<file path="config.mk">
export PLATFORM = sky130hd
export DESIGN_NAME = ecd_datapath
export DESIGN_NICKNAME = d
export VERILOG_FILES = /design/src/core/ecd_pkg.sv /design/src/core/ecd_datapath.sv /design/src/core/ecd_ws_mem.sv
export SDC_FILE = /design/constraint.sdc
export NUM_CORES = 2
export LEC_CHECK = 0
export BUFFER_PORTS_ARGS = -buffer_cell sky130_fd_sc_hd__buf_4
export CORE_MARGIN = 1
export CORE_UTILIZATION = 44
export CTS_BUF_LIST = sky130_fd_sc_hd__clkbuf_8 sky130_fd_sc_hd__clkbuf_16
export DETAILED_ROUTE_END_ITERATION = 8
export SLEW_MARGIN = 10
export SYNTH_ARGS = -nofsm -noshare
export SYNTH_HDL_FRONTEND = slang
export SYNTH_SLANG_ARGS = --single-unit
</file>
<file path="constraint.sdc">
create_clock -name ref_clk -period 10.73 [get_ports ref_clk]
set_input_delay 1.073 -clock ref_clk [delete_from_list [all_inputs] [get_ports ref_clk]]
set_output_delay 1.073 -clock ref_clk [all_outputs]
set_load 0.01 [all_outputs]
</file>
<file path="src/core/ecd_pkg.sv">
// shared constants and types for the eight-op control datapath
package ecd_pkg;
    // widths and sizes
    localparam int ECD_PC_W = 13;             // program counter width
    localparam int ECD_WS_DEPTH = 256;        // working storage bytes
    localparam int ECD_NUM_GPR = 7;           // aux plus six general registers
    // operand code map (5-bit source / destination codes)
    localparam logic [2:0] ECD_AUX_IDX = 3'h0;   // implicit operand register
    localparam logic [2:0] ECD_OVF_IDX = 3'h7;   // carry register, read only
    localparam logic [4:0] ECD_SEL_WS = 5'h08;   // storage_select_reg
    localparam logic [4:0] ECD_SEL_IO = 5'h09;   // io_select_reg
    // arithmetic constants
    localparam logic [3:0] ECD_BYTE_BITS = 4'h8; // bits per byte, full field
    localparam logic [7:0] ECD_ONES = 8'hff;     // all-ones byte
    localparam logic [7:0] ECD_ZERO = 8'h00;     // all-zero byte

    // instruction opcodes
    typedef enum logic [2:0] {
        OP_MOVE = 3'h0,
        OP_ADD = 3'h1,
        OP_AND = 3'h2,
        OP_XOR = 3'h3,
        OP_LITERAL_LOAD = 3'h4,
        OP_XEC = 3'h5,
        OP_NZT = 3'h6,
        OP_JMP = 3'h7
    } ecd_op_t;

    // instruction word: a=source (or literal_load dest), b=length/rotate, c=dest
    typedef struct packed {
        ecd_op_t op;       // opcode
        logic [4:0] a;     // source code
        logic [2:0] b;     // rotate count or field length (0 = 8)
        logic [4:0] c;     // destination code
    } ecd_instr_t;

    // sequencing phase and execution mode
    typedef enum logic {ST_FETCH, ST_EXEC} ecd_phase_t;
    typedef enum logic {MD_SEQ, MD_INDEXED} ecd_mode_t;
endpackage : ecd_pkg

</file>
<file path="src/core/ecd_datapath.sv">
// instruction execution datapath of the eight-op control processor
`timescale 1ns/10ps
module ecd_datapath import ecd_pkg::*; #(
    parameter int PC_W = ECD_PC_W      // program address width, 9..13
) (
    input wire logic ref_clk,                // 20 MHz clock
    input wire logic rstn,                   // async reset, active low
    output logic [PC_W-1:0] prog_addr,       // program memory address
    input wire logic [15:0] prog_data,       // instruction at prog_addr
    output logic [7:0] io_addr,              // selected interface byte
    input wire logic [7:0] io_rdata,         // interface byte read value
    output logic [7:0] io_wdata,             // interface byte written value
    output logic io_we                       // interface write strobe, one cycle
);
    logic [1:0] rst_sync_r;                  // reset release synchroniser
    logic rst_n;                             // synchronised reset
    ecd_phase_t phase_r;                     // fetch or execute
    ecd_mode_t mode_r;                       // sequential or indexed entry
    ecd_instr_t instr_r;                     // latched instruction
    logic [PC_W-1:0] pc_r, pc_nxt;           // program counter
    logic [PC_W-1:0] ret_r;                  // return point after indexed execute
    logic [7:0] gpr_r [ECD_NUM_GPR];         // aux and general registers
    logic ovf_r;                             // carry register
    logic [7:0] ws_sel_r;                    // storage_select_reg
    logic [7:0] io_sel_r;                    // io_select_reg
    logic [7:0] io_wdata_r;                  // interface output byte
    logic io_we_r;                           // interface write pulse
    logic [7:0] ws_rdata;                    // selected storage byte
    logic [7:0] alu_res;                     // operation result

    // release reset through two flops; only the second is used
    always_ff @(posedge ref_clk or negedge rstn) begin
        if (!rstn) begin
            rst_sync_r <= 2'h0;
        end else begin
            rst_sync_r <= {rst_sync_r[0], 1'b1};
        end
    end
    assign rst_n = rst_sync_r[1];

    // decode of the latched instruction
    wire logic [15:0] ibits = instr_r;                     // raw word
    wire ecd_op_t op = instr_r.op;                         // opcode
    wire logic exec = (phase_r == ST_EXEC);                // execute cycle
    wire logic is_alu = (op == OP_MOVE) || (op == OP_ADD) ||
                        (op == OP_AND) || (op == OP_XOR); // two-operand ops
    wire logic is_literal_load = (op == OP_LITERAL_LOAD);                  // literal_load
    wire logic [7:0] literal = ibits[7:0];                 // immediate byte
    wire logic [4:0] src_code = instr_r.a;                 // source operand
    wire logic [4:0] dst_code = is_literal_load ? instr_r.a : instr_r.c; // destination
    wire logic [2:0] len_raw = is_alu ? instr_r.b : 3'h0;  // rotate or length
    wire logic [3:0] len8 = (len_raw == 3'h0) ? ECD_BYTE_BITS : {1'b0, len_raw};

    // source value: rotated register or extracted field
    wire logic src_is_field = src_code[4];                 // field operand
    wire logic [7:0] src_byte = src_code[3] ? io_rdata : ws_rdata; // bank pick
    wire logic [7:0] fmask = ECD_ONES >> (ECD_BYTE_BITS - len8); // field mask
    wire logic [7:0] src_field = (src_byte >> src_code[2:0]) & fmask;
    wire logic [7:0] reg_val = (src_code[2:0] == ECD_OVF_IDX) ? {7'h00, ovf_r}
                               : gpr_r[src_code[2:0]];     // carry readable
    wire logic [15:0] rot2 = {reg_val, reg_val} >> len_raw; // wrap lsb to msb
    // the rotate acts on a copy; the register itself is not written
    wire logic [7:0] src_val = src_is_field ? src_field
                               : (src_code[3] ? ECD_ZERO : rot2[7:0]);
    wire logic [8:0] sum9 = {1'b0, src_val} + {1'b0, gpr_r[ECD_AUX_IDX]};

    // operation result
    always_comb begin
        unique case (op)
            OP_MOVE: alu_res = src_val;                          // copy
            OP_ADD: alu_res = sum9[7:0];
            OP_AND: alu_res = src_val & gpr_r[ECD_AUX_IDX];
            OP_XOR: alu_res = src_val ^ gpr_r[ECD_AUX_IDX];
            OP_LITERAL_LOAD: alu_res = literal;                          // two's compl
            default: alu_res = ECD_ZERO;                         // branches write nothing
        endcase
    end

    // destination merge: only bits of the field change
    wire logic dst_is_field = dst_code[4];                 // field destination
    wire logic dst_io = dst_code[3];                       // interface bank
    wire logic [7:0] dst_byte = dst_io ? io_rdata : ws_rdata; // byte being merged
    wire logic [7:0] dmask = fmask << dst_code[2:0];       // bits replaced
    // source and destination may sit in one byte or in both banks
    wire logic [7:0] merged = (dst_byte & ~dmask) | ((alu_res & fmask) << dst_code[2:0]);
    wire logic writes = exec && (is_alu || is_literal_load);       // result is stored
    wire logic ws_we = writes && dst_is_field && !dst_io;  // storage write
    wire logic io_we_nxt = writes && dst_is_field && dst_io; // interface write
    wire logic reg_dst = writes && (dst_code[4:3] == 2'h0); // register write

    // branch targets; tables and nonzero branches stay in the current 256-word page, jumps are absolute
    wire logic [PC_W-1:0] pc_inc = pc_r + 1'b1;            // next sequential
    wire logic [PC_W-1:0] seq_next = (mode_r == MD_INDEXED) ? ret_r : pc_inc;
    wire logic [PC_W-1:0] jmp_tgt = ibits[PC_W-1:0];       // absolute jump
    wire logic [PC_W-1:0] nzt_tgt = {pc_r[PC_W-1:8], literal}; // branch target
    wire logic [7:0] xec_low = literal + src_val;          // index 0 = first entry
    wire logic [PC_W-1:0] xec_tgt = {pc_r[PC_W-1:8], xec_low}; // table entry
    wire logic nz = (src_val != ECD_ZERO);                 // nonzero

    // next program counter
    always_comb begin
        unique case (op)
            OP_JMP: pc_nxt = jmp_tgt;                      // also from a table
            OP_NZT: pc_nxt = nz ? nzt_tgt : seq_next;
            OP_XEC: pc_nxt = xec_tgt;
            default: pc_nxt = seq_next;                    // return after entry
        endcase
    end

    // sequencing: each instruction takes a fetch and an execute cycle,
    // which gives the storage memory its read cycle after a select change
    always_ff @(posedge ref_clk or negedge rst_n) begin
        if (!rst_n) begin
            phase_r <= ST_FETCH;
            instr_r <= '0;
        end else if (!exec) begin
            phase_r <= ST_EXEC;
            instr_r <= ecd_instr_t'(prog_data);
        end else begin
            phase_r <= ST_FETCH;
        end
    end

    // program counter, indexed mode and return point
    always_ff @(posedge ref_clk or negedge rst_n) begin
        if (!rst_n) begin
            pc_r <= '0;
            ret_r <= '0;
            mode_r <= MD_SEQ;
        end else if (exec) begin
            pc_r <= pc_nxt;
            mode_r <= (op == OP_XEC) ? MD_INDEXED : MD_SEQ;  // one entry only
            if (op == OP_XEC && mode_r == MD_SEQ) begin
                ret_r <= pc_inc;                             // resume after it
            end
        end
    end

    // aux and general registers, one writer per register
    for (genvar g = 0; g < ECD_NUM_GPR; g++) begin : g_gpr
        always_ff @(posedge ref_clk or negedge rst_n) begin
            if (!rst_n) begin
                gpr_r[g] <= ECD_ZERO;
            end else if (reg_dst && dst_code[2:0] == 3'(g)) begin
                gpr_r[g] <= alu_res;
            end
        end
    end

    // carry, select registers and interface output
    always_ff @(posedge ref_clk or negedge rst_n) begin
        if (!rst_n) begin
            ovf_r <= 1'b0;
            ws_sel_r <= ECD_ZERO;
            io_sel_r <= ECD_ZERO;
            io_wdata_r <= ECD_ZERO;
            io_we_r <= 1'b0;
        end else begin
            io_we_r <= io_we_nxt;
            if (io_we_nxt) begin
                io_wdata_r <= merged;
            end
            if (exec && op == OP_ADD) begin
                ovf_r <= sum9[8];
            end
            if (writes && dst_code == ECD_SEL_WS) begin
                ws_sel_r <= alu_res;
            end
            if (writes && dst_code == ECD_SEL_IO) begin
                io_sel_r <= alu_res;
            end
        end
    end

    // working storage; always reads the selected byte
    ecd_ws_mem #(.DEPTH(ECD_WS_DEPTH), .AW(8)) u_ws (
        .clk(ref_clk),
        .we(ws_we),
        .addr(ws_sel_r),
        .wdata(merged),
        .rdata(ws_rdata)
    );

    assign prog_addr = pc_r;
    assign io_addr = io_sel_r;
    assign io_wdata = io_wdata_r;
    assign io_we = io_we_r;
endmodule : ecd_datapath

</file>
<file path="src/core/ecd_ws_mem.sv">
// working storage byte memory with registered read data
`timescale 1ns/10ps
module ecd_ws_mem #(
    parameter int DEPTH = 256,
    parameter int AW = 8
) (
    input wire logic clk,              // system clock
    input wire logic we,               // write strobe
    input wire logic [AW-1:0] addr,    // byte address
    input wire logic [7:0] wdata,      // write byte
    output logic [7:0] rdata           // registered read byte
);
    logic [7:0] mem [DEPTH];           // storage array, no reset by design

    // write then registered read; read sees a write one cycle later
    always_ff @(posedge clk) begin
        if (we) begin
            mem[addr] <= wdata;
        end
        rdata <= mem[addr];
    end
endmodule : ecd_ws_mem

</file>
==> metrics.txt <==
Tmin final=7720 ps; status=finished clean; I/O pin total=56; Reg2Reg Depth=22; root buffer cell=clkbuf_16; Synth Warn #=0; Final setup violation count=0; RSZ-0062 raised after global routing=no; largest net degree at the start of global routing=258; Worst IR Drop VDD=0.162 mV; Site Rows=164; worst skew pair latency=880 ps; hpwl dp=133 mm; Max Freq=0.130 GHz; final instance area=0.0986 mm²; FF/Latch Area=0.0649 mm²; CTS Buffer Depth=3; top-count cell post-synth=edfxtp_1; fill count=16000; share of cells above drive strength 1=26.0%; via count=43500; total grt overflow=0; number of global-route vias before repair=44200; Tcrit/Tclk final=71.9%; top post-synthesis cells by area=edfxtp_1 (70%), mux4_2 (17%), dfrtp_1 (3.6%), nor2_1 (1.4%), nand2_1 (0.76%); IO buf count=55; async set or reset register ratio after synthesis=5.86%; register area share after synthesis=73.5%; Initial Utilization=44.2%; Layout Skew=41.3 ps; antenna violations before repair=9; drt total wl=219 mm; # Post-CTS Setup Buffers=0; core area=0.200 mm²; top_reg_cell synth=edfxtp_1; Placed Cells=6909; Syn Inst Count=4364; WP data arrival=8250 ps; Pwr Total=22200 µW; Worst R2R Setup Slack=3010 ps; Crit Path Max Fanout=196; FF-to-FF End=u_ws.mem[116][5]; Relative slew margins=15.5%; worst r2r src=op[2]; post-synthesis cell area=0.0883 mm²; Inserted Clock Buffers=217; worst hold path type=reg2async; worst setup path category=reg2reg; Final GP Congestion=0.895; element type at the critical path end=flip-flop; syn_nets=4414; Die Area=0.202 mm²; Power Dens Cells=225 mW/mm²; #FFs+latches synth=2184; final layout net count=4524; GRT Overall Usage=21.9%; first-pass GRT wire length=321 mm; post-route insts no fill=7301; Clock Sinks=2184; Worst Setup Slack post-DPL=3140 ps; drc violations=0; Util after Layout=49.4%; number of synthesized flops with an enable pin=2048; CTS H-tree lvls=4; Die Span Y=450 µm; Static Leak=0.0314 µW; library cells used by synthesis=97; Multi-input gate area=0.0222 mm²; Slew @ Worst Pin=1270 ps; Layout area overhead=11.7%; synthesized area per cell=20.2 µm²; via/cell ratio=5.95; CTS tree=done; total iterations of the first detailed-routing run=6; Max Cap Violations=0; count of routing violations after the opening detailed-route iteration=4667; Final ANT Viol Nets=0; placed cell area=0.0919 mm²; post-synth top area share=69.6%; leading post-synthesis cells by instance count=edfxtp_1 (2048), mux4_2 (672), nor2_1 (335); Synth area leader=edfxtp_1; Setup WS post-layout=3010 ps; Hold Vio Cnt, Final=0; CP startpoint kind=flip-flop; Worst EP required=11260 ps; mean routed wirelength per cell=30.0 µm; Slew Limit Fails=0; Die W=450 µm; Worst-path clk slew=60 ps
-- cell families (layout without fill, tap and decap cells) --
group	count (synthesis)	after routing	share of synthesized area [%]
flops	2184	2184	73.5
mux	758	758	18.2
simple gates	739	739	3.73
compound gates	341	341	2.54
buf+inv	295	575	1.52
fa+ha+maj	25	25	0.368
xor+xnor	21	21	0.208
other cells	1	2	0.00425
-- final cells by class --
type	count	area share (%)
Clock buffer	219	5.54
Antenna cell	1	0.00254
Sequential cell	2184	65.8
Tap cell	2656	3.37
Multi-Input combinational cell	1885	22.5
Inverter	34	0.129
Timing Repair Buffer	152	1.34
Clock inverter	170	1.29
-- per-stage QoR --
step	TNS (ps)	hold WS, ps
2_1_floorplan	-332580	331
3_3_place_gp	0	145
3_5_place_dp	0	143
4_1_cts	0	148
5_1_grt	0	161
6_report	0	144
-- layer usage --
metal	vias to the layer above	wire, µm	global-route usage, %
met1	23400	93100	31.3
li1	18300	-	-
met2	1548	106000	34.7
met4	6	5220	5.86
met5	-	48	0
met3	298	15300	3.82
-- placed cells by master (no fill, tap or decap), types with 33 or more instances in the layout --
master     instances
a21oi_1           63
buf_4            137
clkbuf_16        218
clkinv_1          56
clkinv_2          33
dfrtp_1          120
edfxtp_1        2048
inv_1             73
mux2i_1           49
mux4_2           672
nand2_1          169
nand3_1           72
nor2_1           332
o21ai_0           96
-- power breakdown --
group / switching, µW / total [µW] / internal (µW) / leakage (µW)
registers: 236 / 10400 / 10200 / 0.0200
clock network: 3250 / 7230 / 3990 / 0.00347
logic: 2790 / 4570 / 1770 / 0.00795
-- registers in the layout, summed over array words and instances (netlist names) --
register / cells
exec: 1
gpr_r: 56
ibits: 8
io_addr: 8
io_wdata: 8
io_we: 1
mode_r: 1
op: 3
ovf_r: 1
prog_addr: 13
ret_r: 13
rst_sync_r: 2
src_code: 5
u_ws.mem: 2048
u_ws.rdata: 8
ws_sel_r: 8
-- critical path: stages (launching register included) --
cell	delay, ps
dfrtp_1	550
buf_4	290
nor2b_2	470
inv_1	490
ha_1	370
o211ai_1	330
nand2_1	220
a211oi_1	350
a21oi_1	150
o21ai_1	220
ha_1	300
inv_1	80
fa_1	420
nor2b_1	130
o21ai_0	140
a21oi_1	210
xor2_1	160
a21oi_1	120
o221ai_1	210
nor2_1	100
o41ai_1	510
or2_4	660
buf_12	700
-- how the worst max path moves through the flow --
stage	slack, ps	from	cells after the start	end
finish	3010	op[2]	22	u_ws.mem[116][5]
global route	2450	op[2]	22	u_ws.mem[104][5]
CTS	3070	op[2]	22	u_ws.mem[162][5]
detailed placement	3140	op[2]	22	u_ws.mem[162][5]
global placement	2670	op[2]	23	u_ws.mem[114][6]
floorplan	-1300	io_rdata[6]	15	u_ws.mem[0][7]
-- what timing repair did --
| action | in CTS | in global routing |
|---|---|---|
| gates resized for setup | 0 | 0 |
| endpoints found under the setup margin | 0 | 0 |
| hold endpoints to repair | 2 | 0 |
| hold buffers | 1 | 0 |
Note: power is estimated with default switching activity, not from simulation.
